**src/oss_pkg.sv**
```systemverilog
// Purpose: Constants and types for the oscillator source select block
// Assumes: 25 MHz system clock, 32-bit register port
// Notes: Field positions are carried by the packed register structs
package oss_pkg;

  // ----------------------------------------------------------------
  // Timing
  // ----------------------------------------------------------------
  localparam int OSS_CLK_PERIOD_NS = 40;
  localparam int OSS_VER_TIMEOUT_NS = 1000;
  localparam int OSS_VER_CYCLES =
    (OSS_VER_TIMEOUT_NS + OSS_CLK_PERIOD_NS - 1) / OSS_CLK_PERIOD_NS;
  localparam int OSS_VCNT_W = 6;
  localparam int OSS_NOSC = 2;
  localparam int OSS_MAIN = 0;
  localparam int OSS_INT = 1;

  // ----------------------------------------------------------------
  // Register map
  // ----------------------------------------------------------------
  localparam int OSS_AW = 12;
  localparam logic [11:0] OSS_ADDR_RCC = 12'h060;
  localparam logic [11:0] OSS_ADDR_PLLX = 12'h064;
  localparam logic [11:0] OSS_ADDR_STAT = 12'h068;
  localparam int OSS_RCC_W = 14;
  localparam logic [3:0] OSS_CRYSTAL_VALUE_MIN = 4'h4;

  typedef struct packed {
    logic pll_power_down;
    logic oen_n;
    logic [1:0] gap;
    logic [3:0] crystal_value;
    logic [1:0] src;
    logic iver;
    logic mver;
    logic idis;
    logic mdis;
  } oss_rcc_t;

  localparam logic [13:0] OSS_RCC_RST = 14'h32C0;

  typedef struct packed {
    logic [1:0] od;
    logic [8:0] f;
    logic [4:0] r;
  } oss_pllx_t;

  typedef enum logic [1:0] {
    OSS_SRC_MAIN = 2'b00,
    OSS_SRC_INT = 2'b01,
    OSS_SRC_INT4 = 2'b10,
    OSS_SRC_RSVD = 2'b11
  } oss_src_t;

  typedef enum logic [1:0] {
    OSS_PLL_PDN = 2'b00,
    OSS_PLL_NORMAL = 2'b01,
    OSS_PLL_OUTOFF = 2'b10
  } oss_pll_mode_t;

  typedef enum logic [1:0] {
    OSS_V_OFF = 2'b00,
    OSS_V_WATCH = 2'b01,
    OSS_V_FAIL = 2'b10
  } oss_vstate_t;

  // Crystal code to PLL divider settings; reserved codes give zero
  function automatic oss_pllx_t oss_xlate(input logic [3:0] code);
    logic [15:0] v;
    v = 16'h0000;
    case (code)
      4'h4: v = 16'h1E03;
      4'h5: v = 16'h1F03;
      4'h6: v = 16'h1883;
      4'h7: v = 16'h1863;
      4'h8: v = 16'h1443;
      4'h9: v = 16'h13E3;
      4'hA: v = 16'h1383;
      4'hB: v = 16'h10A3;
      4'hC: v = 16'h1043;
      4'hD: v = 16'h0DA3;
      4'hE: v = 16'h0C83;
      4'hF: v = 16'h0C43;
      default: v = 16'h0000;
    endcase
    return oss_pllx_t'(v);
  endfunction : oss_xlate

endpackage : oss_pkg

```
**src/oss_top.sv**
```systemverilog
// Purpose: Oscillator source select, enables, verify timers, PLL mode
// Assumes: Oscillator pins are asynchronous to CLK and slower than CLK/2
// Notes: Register port answers reads one cycle later, never stalls
`timescale 1ns/10ps
`default_nettype none

module oss_top
  import oss_pkg::*;
(
  input wire logic CLK,
  input wire logic RSTN,
  input wire logic [11:0] ADDR,
  input wire logic [31:0] WDATA,
  input wire logic WR,
  input wire logic RD,
  output logic [31:0] RDATA,
  input wire logic MOSC_CLK,
  input wire logic IOSC_CLK,
  output logic MAIN_OSC_EN,
  output logic INT_OSC_EN,
  output oss_src_t OSC_SRC,
  output logic CRYSTAL_VALUE_RSVD,
  output logic PLL_PLL_POWER_DOWN,
  output logic PLL_OE_N,
  output oss_pll_mode_t PLL_MODE,
  output oss_pllx_t PLL_CFG,
  output logic MOSC_FAIL_IRQ,
  output logic IOSC_FAIL_IRQ
);

  // ----------------------------------------------------------------
  // Declarations
  // ----------------------------------------------------------------
  oss_rcc_t rcc_r;
  oss_rcc_t rcc_nxt;
  logic [31:0] rdata_r;
  logic [31:0] rdata_nxt;
  logic [OSS_NOSC-1:0] osc_pin;
  logic [OSS_NOSC-1:0] ver_en;
  logic [OSS_NOSC-1:0] fail_r;
  oss_vstate_t vst_r [OSS_NOSC];
  logic [OSS_VCNT_W-1:0] vcnt_r [OSS_NOSC];
  logic [OSS_NOSC-1:0] osc_edge;

  function automatic logic hit(input logic [11:0] a, input logic [11:0] target);
    return a == target;
  endfunction : hit

  function automatic oss_pll_mode_t pll_mode(input logic pd, input logic oen_n);
    if (pd) begin
      return OSS_PLL_PDN;
    end
    return oen_n ? OSS_PLL_OUTOFF : OSS_PLL_NORMAL;
  endfunction : pll_mode

  // ----------------------------------------------------------------
  // Clock configuration register
  // ----------------------------------------------------------------
  always_comb begin
    rcc_nxt = rcc_r;
    if (WR && hit(ADDR, OSS_ADDR_RCC)) begin
      rcc_nxt = oss_rcc_t'(WDATA[OSS_RCC_W-1:0]);
      // Bypass and PLL verify bits live elsewhere
      rcc_nxt.gap = 2'b00;
    end
  end

  always_ff @(posedge CLK or negedge RSTN) begin
    if (!RSTN) begin
      rcc_r <= oss_rcc_t'(OSS_RCC_RST);
    end else begin
      rcc_r <= rcc_nxt;
    end
  end

  // ----------------------------------------------------------------
  // Read port
  // ----------------------------------------------------------------
  always_comb begin
    rdata_nxt = 32'h0000_0000;
    if (RD) begin
      if (hit(ADDR, OSS_ADDR_RCC)) begin
        rdata_nxt = {18'h0_0000, rcc_r};
      end else if (hit(ADDR, OSS_ADDR_PLLX)) begin
        rdata_nxt = {16'h0000, PLL_CFG};
      end else if (hit(ADDR, OSS_ADDR_STAT)) begin
        rdata_nxt = {30'h0000_0000, fail_r};
      end
    end
  end

  // Data stands one cycle only, zero otherwise
  always_ff @(posedge CLK or negedge RSTN) begin
    if (!RSTN) begin
      rdata_r <= 32'h0000_0000;
    end else begin
      rdata_r <= rdata_nxt;
    end
  end

  assign RDATA = rdata_r;

  // ----------------------------------------------------------------
  // Control outputs
  // ----------------------------------------------------------------
  // Registered from the next value so they track the register exactly
  always_ff @(posedge CLK or negedge RSTN) begin
    if (!RSTN) begin
      MAIN_OSC_EN <= 1'b1;
      INT_OSC_EN <= 1'b1;
      OSC_SRC <= OSS_SRC_MAIN;
      CRYSTAL_VALUE_RSVD <= 1'b0;
      PLL_PLL_POWER_DOWN <= 1'b1;
      PLL_OE_N <= 1'b1;
      PLL_MODE <= OSS_PLL_PDN;
    end else begin
      MAIN_OSC_EN <= !rcc_nxt.mdis;
      INT_OSC_EN <= !rcc_nxt.idis;
      OSC_SRC <= oss_src_t'(rcc_nxt.src);
      CRYSTAL_VALUE_RSVD <= rcc_nxt.crystal_value < OSS_CRYSTAL_VALUE_MIN;
      PLL_PLL_POWER_DOWN <= rcc_nxt.pll_power_down;
      PLL_OE_N <= rcc_nxt.oen_n;
      PLL_MODE <= pll_mode(rcc_nxt.pll_power_down, rcc_nxt.oen_n);
    end
  end

  always_ff @(posedge CLK or negedge RSTN) begin
    if (!RSTN) begin
      PLL_CFG <= oss_xlate(OSS_RCC_RST[9:6]);
    end else if (rcc_nxt.crystal_value != rcc_r.crystal_value) begin
      PLL_CFG <= oss_xlate(rcc_nxt.crystal_value);
    end
  end

  // ----------------------------------------------------------------
  // Oscillator verification timers
  // ----------------------------------------------------------------
  assign osc_pin = {IOSC_CLK, MOSC_CLK};
  assign ver_en = {rcc_r.iver, rcc_r.mver};

  for (genvar i = 0; i < OSS_NOSC; i++) begin : g_ver
    logic s1_r;
    logic s2_r;
    logic s3_r;

    // Synchroniser first stage feeds only the second
    always_ff @(posedge CLK or negedge RSTN) begin
      if (!RSTN) begin
        s1_r <= 1'b0;
        s2_r <= 1'b0;
        s3_r <= 1'b0;
      end else begin
        s1_r <= osc_pin[i];
        s2_r <= s1_r;
        s3_r <= s2_r;
      end
    end

    assign osc_edge[i] = s2_r ^ s3_r;

    always_ff @(posedge CLK or negedge RSTN) begin
      if (!RSTN) begin
        vst_r[i] <= OSS_V_OFF;
        vcnt_r[i] <= '0;
        fail_r[i] <= 1'b0;
      end else if (!ver_en[i]) begin
        vst_r[i] <= OSS_V_OFF;
        vcnt_r[i] <= '0;
        fail_r[i] <= 1'b0;
      end else begin
        case (vst_r[i])
          OSS_V_OFF: begin
            vst_r[i] <= OSS_V_WATCH;
            vcnt_r[i] <= '0;
          end
          OSS_V_WATCH: begin
            if (osc_edge[i]) begin
              vcnt_r[i] <= '0;
            end else if (vcnt_r[i] == OSS_VCNT_W'(OSS_VER_CYCLES - 1)) begin
              vst_r[i] <= OSS_V_FAIL;
              fail_r[i] <= 1'b1;
            end else begin
              vcnt_r[i] <= vcnt_r[i] + 1'b1;
            end
          end
          // Held until software drops the enable bit
          OSS_V_FAIL: begin
            fail_r[i] <= 1'b1;
          end
          default: begin
            vst_r[i] <= OSS_V_OFF;
          end
        endcase
      end
    end
  end

  assign MOSC_FAIL_IRQ = fail_r[OSS_MAIN];
  assign IOSC_FAIL_IRQ = fail_r[OSS_INT];
endmodule : oss_top

`default_nettype wire

```
**config.mk**
```make
export PLATFORM = sky130hd
export DESIGN_NAME = oss_top
export DESIGN_NICKNAME = d
export VERILOG_FILES = /design/src/oss_pkg.sv /design/src/oss_top.sv
export SDC_FILE = /design/constraint.sdc
export NUM_CORES = 1
export LEC_CHECK = 0
export BUFFER_PORTS_ARGS = -buffer_cell sky130_fd_sc_hd__buf_2
export CELL_PAD_IN_SITES_DETAIL_PLACEMENT = 0
export CELL_PAD_IN_SITES_GLOBAL_PLACEMENT = 1
export CORE_MARGIN = 2
export CORE_UTILIZATION = 41
export DETAILED_ROUTE_END_ITERATION = 8
export GPL_TIMING_DRIVEN = 1
export PLACE_DENSITY_LB_ADDON = 0.1
export SLEW_MARGIN = 10
export SYNTH_ARGS = -nofsm -noshare
export SYNTH_HDL_FRONTEND = slang
export SYNTH_SLANG_ARGS = --single-unit
```
**constraint.sdc**
```tcl
create_clock -name CLK -period 4.4 [get_ports CLK]
set_input_delay 0.22 -clock CLK [delete_from_list [all_inputs] [get_ports CLK]]
set_output_delay 0.22 -clock CLK [all_outputs]
set_load 0.1 [all_outputs]
```
==> run_results.csv, run 1 <==
group,metric,value,unit
status,status,"complete, no violations",
synthesis,ys_seq_area_share,51.7,%
floorplanning,dieArea,8330,sq um
min_path,hp-class,"input pin to flop",
clocking,cts_buffer_depth,2,
layout,area_growth,17.0,%
sta,setup_viol,0,
worst_setup_path,required,4.62,ns
sta,skew,0.00924,ns
clocking,cts_tree,"yes",
worst_setup_path,critical_path_class,"input pin to flop",
grt,antenna_found_initial,0,
pwr,pwr_density_cell,344,nW/um^2
worst_setup_path,crit_path_max_fanout,4,
floorplanning,io_pins,109,
sta,hold_violations,0,
clocking,cts_made_buffers,9,
grt,grt_pass1_wl,10.3,mm
floorplanning,die_y,91.3,um
worst_setup_path,timing.rr.start,"rcc_r[6]",
synthesis,syn-instance-count,278,
worst_setup_path,crit_arrival,2.09,ns
detailed_routing,drtAntennaViolNets,0,
worst_setup_path,r2r-end,"PLL_CFG[6]",
sta,period_needed,1.86,ns
clocking,clock-sinks,64,
min_path,hold_depth,2,
clocking,clock_latency,0.34,ns
worst_setup_path,start_kind,"input pin",
placement,port_buffers,64,
placement,dpl.hpwl,4.30,mm
pwr,p_leak,1.83,nW
placement,place_congestion,0.818,
grt,grt_start_max_net_pins,65,
detailed_routing,firstDrtPassIters,4,
synthesis,yosys_warnings,0,
detailed_routing,drt_iter0_drc,77,
synthesis,synth_area,3120,sq um
sta,slew_headroom,43.3,%
worst_setup_path,rrSetupSlack,2.63,ns
detailed_routing,wl,6.23,mm
sta,tightest_slew,0.845,ns
sta,hold_slack,0.0427,ns
grt,grt_overflow,0,
min_path,hold_start,"WDATA[0]",
detailed_routing,avgRoutedWirePerCell,13.9,um
layout,drive_gt1_share,34.4,%
sta,fin_tns_setup,0,ns
synthesis,synth.distinct_cells,45,
floorplanning,rows,31,
sta,slew_viol_final,0,
clocking,cts_root_buffer,"clkbuf_8",
clocking,cts.clk_slew.worst_paths,0.07,ns
worst_setup_path,endpoint_kind,"flop",
layout,regArea,1620,sq um
layout,fillerInstances,672,
synthesis,ys_ff_latch,64,
sta,rsz0062_at_grt,"no",
grt,grt_pass1_vias,1993,
layout,utilization,49.9,%
synthesis,async_reset_ff_share,100,%
floorplanning,core_area,7330,sq um
min_path,whs_endpoint,"MAIN_OSC_EN",
grt,grt_util_all_layers,15.7,%
pwr,peakVddDrop,180,uV
detailed_routing,via_count,2162,
detailed_routing,drc,0,
layout,nNetsFinal,400,
synthesis,syn_area_per_cell,11.2,sq um
floorplanning,dieWidth,91.3,um
detailed_routing,vias_per_cell,4.83,
run,cap_violations,0,
synthesis,yosys_most_used_dff,"dfrtp_1",
sta,finalCritPeriodShare,42.4,%
clocking,htreeDepth,3,
worst_setup_path,rr_worst_depth,7,
layout,diodes,0,
clocking,post_cts_resized,0,
floorplanning,initial_core_util,42.6,%
layout,multiInputGateArea,1310,sq um
sta,fmax,536,MHz
synthesis,synth_edf_count,0,
==> state kept, by name, summed over array words and instances, names as in the netlist <==
| register | cells |
|---|---|
| RDATA | 14 |
| MAIN_OSC_EN | 1 |
| g_ver.s2_r | 2 |
| OSC_SRC | 2 |
| vst_r | 4 |
| rcc_r | 8 |
| vcnt_r | 12 |
| IOSC_FAIL_IRQ | 1 |
| PLL_OE_N | 1 |
| g_ver.s3_r | 2 |
| PLL_PLL_POWER_DOWN | 1 |
| CRYSTAL_VALUE_RSVD | 1 |
| PLL_MODE | 2 |
| PLL_CFG | 9 |
| INT_OSC_EN | 1 |
| g_ver.s1_r | 2 |
| MOSC_FAIL_IRQ | 1 |
==> layout by cell type (no fill, tap or decap), types with 3 or more instances in the layout <==
| cell | instances |
|---|---|
| nand3_1 | 6 |
| and2_1 | 9 |
| dfrtp_1 | 53 |
| buf_2 | 64 |
| o21ai_0 | 12 |
| xor2_1 | 8 |
| inv_1 | 11 |
| conb_1 | 24 |
| a21oi_1 | 8 |
| xnor2_1 | 3 |
| ha_1 | 6 |
| o21a_1 | 3 |
| nor2_1 | 16 |
| nand4_1 | 6 |
| o31ai_1 | 4 |
| nor2b_1 | 3 |
| nor3_1 | 4 |
| nand2_1 | 12 |
| and3_1 | 3 |
| mux2_2 | 17 |
| dfstp_2 | 11 |
| nand3b_1 | 3 |
| mux2i_1 | 3 |
| clkbuf_8 | 11 |
| a22o_1 | 9 |
| nand2b_1 | 6 |
==> where the power goes <==
part	switching (W)	internal [W]	total, W	leakage, nW
registers	0.00000223	0.000593	0.000595	0.830
logic	0.000127	0.0000205	0.000147	0.898
clock network	0.000225	0.000290	0.000516	0.101
total	0.000354	0.000904	0.00126	1.83
==> final cells by class <==
cell class	instances	share of cell area, %
Tap cell	99	3.39
Clock inverter	5	1.51
Multi-Input combinational cell	190	35.9
Clock buffer	11	4.14
Timing Repair Buffer	68	9.72
Inverter	11	1.13
Sequential cell	64	44.2
==> what timing repair did <==
action | CTS | global route
hold buffers | 2 | 0
setup buffers | 0 | 0
endpoints found under the hold margin | 2 | 0
setup endpoints to repair | 0 | 0
==> logic make-up (layout without fill, tap and decap cells) <==
group                    count (synthesis)  after routing  synth area share, %
AND/OR/NAND/NOR                         82             82                 16.2
AO/OA/AOI/OAI                           47             47                 10.3
flip-flops                              64             64                 51.7
adder cells (fa/ha/maj)                  6              6                 2.40
buffers and inverters                   47             95                 9.05
other                                    1             24                0.120
XOR/XNOR                                11             11                 3.08
multiplexers                            20             20                 7.09
==> cell usage after synthesis, types with 2 or more instances <==
| master | n | area, sq um |
|---|---|---|
| dfrtp_1 | 53 | 1330 |
| buf_4 | 27 | 203 |
| mux2_2 | 17 | 191 |
| nor2_1 | 16 | 60.1 |
| nand2_1 | 12 | 45.0 |
| o21ai_0 | 12 | 60.1 |
| dfstp_2 | 11 | 289 |
| inv_1 | 11 | 41.3 |
| a22o_1 | 9 | 78.8 |
| and2_1 | 9 | 56.3 |
| a21oi_1 | 8 | 40.0 |
| xor2_1 | 8 | 70.1 |
| ha_1 | 6 | 75.1 |
| nand2b_1 | 6 | 37.5 |
| nand3_1 | 6 | 30.0 |
| nand4_1 | 6 | 37.5 |
| clkbuf_1 | 5 | 18.8 |
| buf_2 | 4 | 20.0 |
| nor3_1 | 4 | 20.0 |
| o31ai_1 | 4 | 30.0 |
| and3_1 | 3 | 18.8 |
| mux2i_1 | 3 | 30.0 |
| nand3b_1 | 3 | 22.5 |
| nor2b_1 | 3 | 18.8 |
| o21a_1 | 3 | 22.5 |
| xnor2_1 | 3 | 26.3 |
| a21o_1 | 2 | 15.0 |
| a31oi_1 | 2 | 12.5 |
| a32o_1 | 2 | 20.0 |
| and4bb_2 | 2 | 25.0 |
| nor3b_2 | 2 | 25.0 |
| nor4_1 | 2 | 12.5 |
| nor4_4 | 2 | 42.5 |
==> per-layer routing <==
layer	GRT usage, %	vias up	wire (um)
met4	4.67	0	102
met5	0	-	0
met2	23.1	55	2880
met1	22.1	1043	2940
met3	5.23	10	306
li1	-	1054	-
==> worst max-delay path: stages <==
cell     delay, ns
buf_2         0.11
nor4_4        0.33
nand4_2       0.20
mux2_2        0.32
inv_1         0.06
ha_1          0.22
and2_1        0.15
o21ai_0       0.14
o31ai_1       0.09
mux2_2        0.26
==> metrics by stage <==
| stage | worst slack (ns) | cell area [sq um] | power (W) | instances |
|---|---|---|---|---|
| global placement | 2.18 | 3430 | 0.000753 | 430 |
| global route | 2.44 | 3650 | 0.00131 | 448 |
| CTS | 2.54 | 3650 | 0.00127 | 448 |
| floorplan | 2.36 | 3210 | 0.000737 | 301 |
| finish | 2.54 | 3650 | 0.00126 | 448 |
| detailed placement | 2.19 | 3430 | 0.000753 | 430 |
==> worst max-delay path by stage <==
stage,from,endpoint,slack (ns),cells past startpoint
2_1_floorplan,ADDR[9],PLL_CFG[6],2.36,9
5_1_grt,ADDR[9],PLL_CFG[6],2.44,9
3_5_place_dp,ADDR[9],PLL_CFG[6],2.19,10
4_1_cts,ADDR[9],PLL_CFG[6],2.54,10
3_3_place_gp,ADDR[9],PLL_CFG[6],2.18,10
6_report,ADDR[9],PLL_CFG[6],2.54,10
Power figures use the tool's default switching activity.
==> inputs of run 2 (changes only) <==
--- a/config.mk
+++ b/config.mk
@@ -9,7 +9,7 @@
 export CELL_PAD_IN_SITES_DETAIL_PLACEMENT = 0
 export CELL_PAD_IN_SITES_GLOBAL_PLACEMENT = 1
 export CORE_MARGIN = 2
-export CORE_UTILIZATION = 41
+export CORE_UTILIZATION = 34
 export DETAILED_ROUTE_END_ITERATION = 8
 export GPL_TIMING_DRIVEN = 1
 export PLACE_DENSITY_LB_ADDON = 0.1
==> constraint.sdc (replaced) <==
create_clock -name CLK -period 1.6 [get_ports CLK]
set_input_delay 0.08 -clock CLK [delete_from_list [all_inputs] [get_ports CLK]]
set_output_delay 0.08 -clock CLK [all_outputs]
set_load 0.1 [all_outputs]
==> run 2 against run 1 <==
  * The flow now finishes with violations (setup timing)
  * Non-clock buffer count increased by 39
  * Routed wire length increased by 11%
  * Clock power increased to 2.7 times the previous value
  * Sequential power increased to 2.8 times the previous value
  * Critical path depth decreased by 3
  * Count of clock-buffer cells in the layout increased by 2
  * Critical path type is now flop to flop
  * Highest routed layer unchanged
==> run_results.csv, run 2 (synthesis results as in run 1) <==
group,metric,value,unit
clocking,cts_root_buffer,"clkbuf_8",
status,status,"finished, violations left",
clocking,cts_tree,"yes",
clocking,cts.clk_slew.worst_paths,0.07,ns
detailed_routing,drtAntennaViolNets,0,
detailed_routing,vias_per_cell,4.71,
layout,fillerInstances,845,
clocking,cts_made_buffers,9,
layout,nNetsFinal,439,
grt,antenna_found_initial,0,
sta,skew,0.00710,ns
placement,dpl.hpwl,4.79,mm
placement,port_buffers,64,
worst_setup_path,crit_chain,"mux2_4 -> inv_2 -> ha_4 -> and2_4 -> o21ai_2 -> o31ai_1 -> mux2_4",
worst_setup_path,required,1.83,ns
worst_setup_path,endpoint_kind,"flop",
layout,utilization,46.5,%
sta,period_needed,1.65,ns
worst_setup_path,cp_slowest_cell,"dfstp_2",
clocking,clock-sinks,64,
placement,place_congestion,0.749,
min_path,hp-class,"input pin to flop",
sta,finalCritPeriodShare,103,%
placement,pre_cts_ws,-0.453,ns
floorplanning,rows,34,
worst_setup_path,start_kind,"flop",
worst_setup_path,critical_path_class,"flop to flop",
pwr,p_leak,2.05,nW
placement,dp_cells,466,
layout,layout_commonest_cell,"buf_2",
detailed_routing,via_count,2335,
layout,diodes,0,
grt,grt_start_max_net_pins,65,
sta,setup_viol,3,
layout,area_growth,31.0,%
worst_setup_path,cpPeakStageDelay,0.57,ns
clocking,htreeDepth,3,
sta,fin_ws,-0.0524,ns
sta,slew_viol_final,0,
layout,layout.cells.non_filler,496,
detailed_routing,avgRoutedWirePerCell,13.9,um
detailed_routing,firstDrtPassIters,4,
detailed_routing,drc,0,
layout,largest_register_ffs,14,
sta,hold_violations,0,
floorplanning,core_area,8810,sq um
layout,final_cell_mix,"buf_2, dfrtp_1, buf_4, conb_1, nor2_1",
floorplanning,die_y,99.9,um
pwr,pwr_density_cell,854,nW/um^2
status,violations,"setup timing",
clocking,clock_latency,0.34,ns
grt,grt_overflow,0,
detailed_routing,drt_iter0_drc,45,
sta,rsz0062_at_grt,"yes",
sta,fmax,605,MHz
layout,drive_gt1_share,40.5,%
worst_setup_path,crit_arrival,1.88,ns
pwr,peakVddDrop,316,uV
floorplanning,io_pins,109,
floorplanning,dieWidth,99.9,um
detailed_routing,wl,6.90,mm
grt,grt_util_all_layers,14.4,%
floorplanning,dieArea,9970,sq um
clocking,cts_buffer_depth,2,
worst_setup_path,crit_top_cell,"mux2_4",
floorplanning,initial_core_util,35.5,%
grt,grt_pass1_wl,11.1,mm
run,cap_violations,0,
grt,grt_pass1_vias,2224,
worst_setup_path,crit_path_max_fanout,4,
==> run 2: cell types whose count changed in the layout (fill, tap and decap cells not counted), sizes merged <==
cell / before / now
clkinvlp: 2 / 0
buf: 66 / 95
clkbuf: 11 / 13
dlygate4sd3: 2 / 12
==> run 2: worst max-delay path, delay by kind of cell, from the launching register on <==
family | cells | cell delay [ns]
adder cells (fa/ha/maj) | 1 | 0.19
flip-flops | 1 | 0.57
buffers and inverters | 1 | 0.04
AND/OR/NAND/NOR | 1 | 0.13
multiplexers | 2 | 0.43
AO/OA/AOI/OAI | 2 | 0.19
==> run 2: per-stage QoR <==
stage / TNS, ns / hold WS [ns] / cell area (sq um) / power [W]
2_1_floorplan: -0.830 / -0.216 / 3240 / 0.00203
3_3_place_gp: -2.20 / 0.125 / 3690 / 0.00209
3_5_place_dp: -2.21 / 0.126 / 3690 / 0.00209
4_1_cts: -0.0777 / 0.0592 / 4030 / 0.00357
5_1_grt: -0.618 / 0.0703 / 4090 / 0.00365
6_report: -0.0860 / 0.0773 / 4090 / 0.00350
==> run 2: per-layer routing <==
layer | wire, um | up-vias | global-route usage (%)
li1 | - | 1138 | -
met3 | 316 | 6 | 4.60
met5 | 0 | - | 0
met1 | 3010 | 1147 | 18.2
met4 | 40 | 0 | 4.43
met2 | 3530 | 44 | 23.7
==> run 2: final cells by class <==
| cell class | count | area [sq um] | area share, % |
|---|---|---|---|
| inverter | 11 | 41.3 | 1.01 |
| clock buffer | 13 | 159 | 3.88 |
| tap | 108 | 135 | 3.30 |
| sequential | 64 | 1620 | 39.5 |
| timing repair buffer | 107 | 699 | 17.1 |
| clock inverter | 3 | 40.0 | 0.979 |
| multi-input combinational | 190 | 1400 | 34.3 |
==> run 2: power by group <==
part / switching (W) / leakage, nW / internal, W
clock: 0.000606 / 0.103 / 0.000801
sequential: 0.00000533 / 0.830 / 0.00163
combinational: 0.000362 / 1.11 / 0.0000911
==> run 2: final timing paths <==
kind | slack, ns | from | to | depth (start not counted)
setup reg to reg | -0.05 | rcc_r[6] | PLL_CFG[6] | 7
hold reg to reg | 0.35 | g_ver[0].s1_r | g_ver[0].s2_r | 0
setup / recovery | -0.05 | rcc_r[6] | PLL_CFG[6] | 7
min in group asynchronous | 0.27 | RSTN | vcnt_r[4] | 3
hold / removal | 0.08 | ADDR[2] | RDATA[3] | 3
max in group asynchronous | 0.99 | RSTN | PLL_OE_N | 3
==> run 2: repair_timing <==
action,CTS,global route
endpoints found under the setup margin,11,13
hold buffers,12,0
pin swaps,3,5
endpoints found under the hold margin,66,0
gates resized for setup,5,13
buffers inserted,1,2
==> inputs of run 3 (changes only) <==
--- a/config.mk
+++ b/config.mk
@@ -17,3 +17,4 @@
 export SYNTH_ARGS = -nofsm -noshare
 export SYNTH_HDL_FRONTEND = slang
 export SYNTH_SLANG_ARGS = --single-unit
+export TNS_END_PERCENT = 50
==> constraint.sdc (replaced) <==
create_clock -name CLK -period 1.6 [get_ports CLK]
set_input_delay 0.08 -clock CLK [delete_from_list [all_inputs] [get_ports CLK]]
set_output_delay 0.08 -clock CLK [all_outputs]
set_load 0.01 [all_outputs]
==> run 3 against run 2 <==
  * Power down 6.7%
  * Global-route usage unchanged
  * Sequential power about the same
  * The run still ends with setup timing left
  * Utilization down 0.14 points
  * Cell count down 0.20%
  * Critical endpoint unchanged
  * Sequential share of layout area up 0.12 points
  * Die area unchanged
==> run_results.csv, run 3 (synthesis results as in run 1) <==
group,metric,value,unit
worst_setup_path,crit_top_cell,"mux2_4",
layout,fillerInstances,845,
placement,place_congestion,0.749,
min_path,hp-class,"input pin to flop",
min_path,whs_endpoint,"RDATA[3]",
layout,nNetsFinal,438,
detailed_routing,avgRoutedWirePerCell,13.9,um
clocking,htreeDepth,3,
sta,finalCritPeriodShare,103,%
pwr,peakVddDrop,315,uV
clocking,cts_made_buffers,9,
detailed_routing,drc,0,
status,status,"finished, violations left",
worst_setup_path,crit_path_max_fanout,4,
layout,largest_register_ffs,14,
clocking,cts.clk_slew.worst_paths,0.07,ns
sta,rsz0062_at_grt,"yes",
grt,grt_pass1_wl,11.1,mm
worst_setup_path,critical_path_class,"flop to flop",
floorplanning,dieWidth,99.9,um
floorplanning,core_area,8810,sq um
pwr,finalPower,0.00326,W
worst_setup_path,rrSetupSlack,-0.05,ns
grt,grt_overflow,0,
placement,pre_cts_ws,-0.453,ns
grt,grt_start_max_net_pins,65,
pwr,pwr_density_cell,800,nW/um^2
detailed_routing,vias_per_cell,4.71,
floorplanning,dieArea,9970,sq um
sta,hold_violations,0,
worst_setup_path,timing.rr.start,"rcc_r[6]",
detailed_routing,wl_met2,3.49,mm
placement,dpl.hpwl,4.79,mm
detailed_routing,via_count,2329,
worst_setup_path,crit_family,"flip-flops",
sta,slew_viol_final,0,
layout,drive_gt1_share,39.8,%
floorplanning,die_y,99.9,um
sta,skew,0.00737,ns
detailed_routing,drt_iter0_drc,56,
worst_setup_path,required,1.82,ns
status,violations,"setup timing",
grt,antenna_found_initial,0,
worst_setup_path,r2r-end,"PLL_CFG[6]",
worst_setup_path,crit_arrival,1.88,ns
clocking,cts_tree,"yes",
grt,grt_pass1_vias,2224,
layout,diodes,0,
detailed_routing,drtAntennaViolNets,0,
worst_setup_path,cpPeakStageDelay,0.57,ns
worst_setup_path,cp_slowest_cell,"dfstp_2",
floorplanning,rows,34,
clocking,cts_root_buffer,"clkbuf_8",
placement,port_buffers,64,
sta,fmax,605,MHz
layout,final_cell_mix,"buf_2, dfrtp_1, buf_4, conb_1, nor2_1",
layout,layout_commonest_cell,"buf_2",
sta,period_needed,1.65,ns
grt,grt_util_all_layers,14.4,%
detailed_routing,wl,6.88,mm
worst_setup_path,rr_worst_depth,7,
clocking,clock-sinks,64,
worst_setup_path,endpoint_kind,"flop",
detailed_routing,firstDrtPassIters,4,
layout,area_growth,30.6,%
clocking,clock_latency,0.33,ns
worst_setup_path,path_buf_inv,1,
min_path,hold_start,"ADDR[2]",
detailed_routing,wl_met3,312,um
min_path,hold_depth,3,
sta,setup_viol,3,
layout,layout.cells.non_filler,495,
floorplanning,initial_core_util,35.5,%
pwr,p_leak,2.05,nW
detailed_routing,top_layer_used,"met4",
worst_setup_path,crit_chain,"mux2_4 -> inv_2 -> ha_4 -> and2_4 -> o21ai_2 -> o31ai_1 -> mux2_4",
floorplanning,io_pins,109,
run,cap_violations,0,
worst_setup_path,start_kind,"flop",
clocking,cts_buffer_depth,2,
placement,dp_cells,466,
detailed_routing,m1WireLength,3.01,mm
layout,utilization,46.3,%
sta,fin_ws,-0.0521,ns
## run 3: cell count changes in the layout (fill, tap and decap cells not counted), sizes merged
cell and delta:
buf -1
## run 3: worst max path at each step
| stage | end | cells after the start | slack (ns) | startpoint |
|---|---|---|---|---|
| CTS | PLL_CFG[12] | 5 | -0.03 | rcc_r[6] |
| detailed placement | PLL_CFG[6] | 10 | -0.45 | ADDR[10] |
| global route | PLL_CFG[6] | 7 | -0.11 | rcc_r[6] |
| global placement | PLL_CFG[6] | 9 | -0.43 | ADDR[10] |
| finish | PLL_CFG[6] | 7 | -0.05 | rcc_r[6] |
| floorplan | PLL_CFG[6] | 8 | -0.27 | ADDR[10] |
## run 3: through the flow
stage          TNS [ns]  hold WS, ns  cell area (sq um)
6_report        -0.0840       0.0819               4080
5_1_grt          -0.647       0.0703               4080
4_1_cts         -0.0777       0.0592               4030
3_5_place_dp      -2.21        0.126               3690
3_3_place_gp      -2.20        0.125               3690
2_1_floorplan    -0.827       -0.216               3240
## run 3: cell type report
class,count,area (sq um),share of cell area (%)
Inverter,11,41.3,1.01
Timing Repair Buffer,106,692,17.0
Tap cell,108,135,3.31
Sequential cell,64,1620,39.6
Clock inverter,3,40.0,0.982
Clock buffer,13,159,3.90
Multi-Input combinational cell,190,1400,34.2
## run 3: what timing repair did
item,4_1_cts,5_1_grt
hold buffers,12,0
gates resized for setup,5,11
endpoints found under the setup margin,11,13
endpoints found under the hold margin,66,0
pin swaps,3,4
buffers inserted,1,1
## run 3: report_power, final
group	switching, W	leakage, nW	internal (W)	total (W)
clock network	0.000604	0.103	0.000801	0.00141
registers	0.00000534	0.830	0.00163	0.00164
logic	0.000130	1.11	0.0000912	0.000221
## run 3: layer usage
metal  track usage [%]  up-vias
li1                  -     1138
met1              18.2     1139
met2              23.7       47
met3              4.60        5
met4              4.43        0
met5                 0        -
## run 3: worst min-delay path, delay by kind of cell
family | cells | cell delay [ns]
AND/OR/NAND/NOR | 1 | 0.06
buffers and inverters | 2 | 0.24
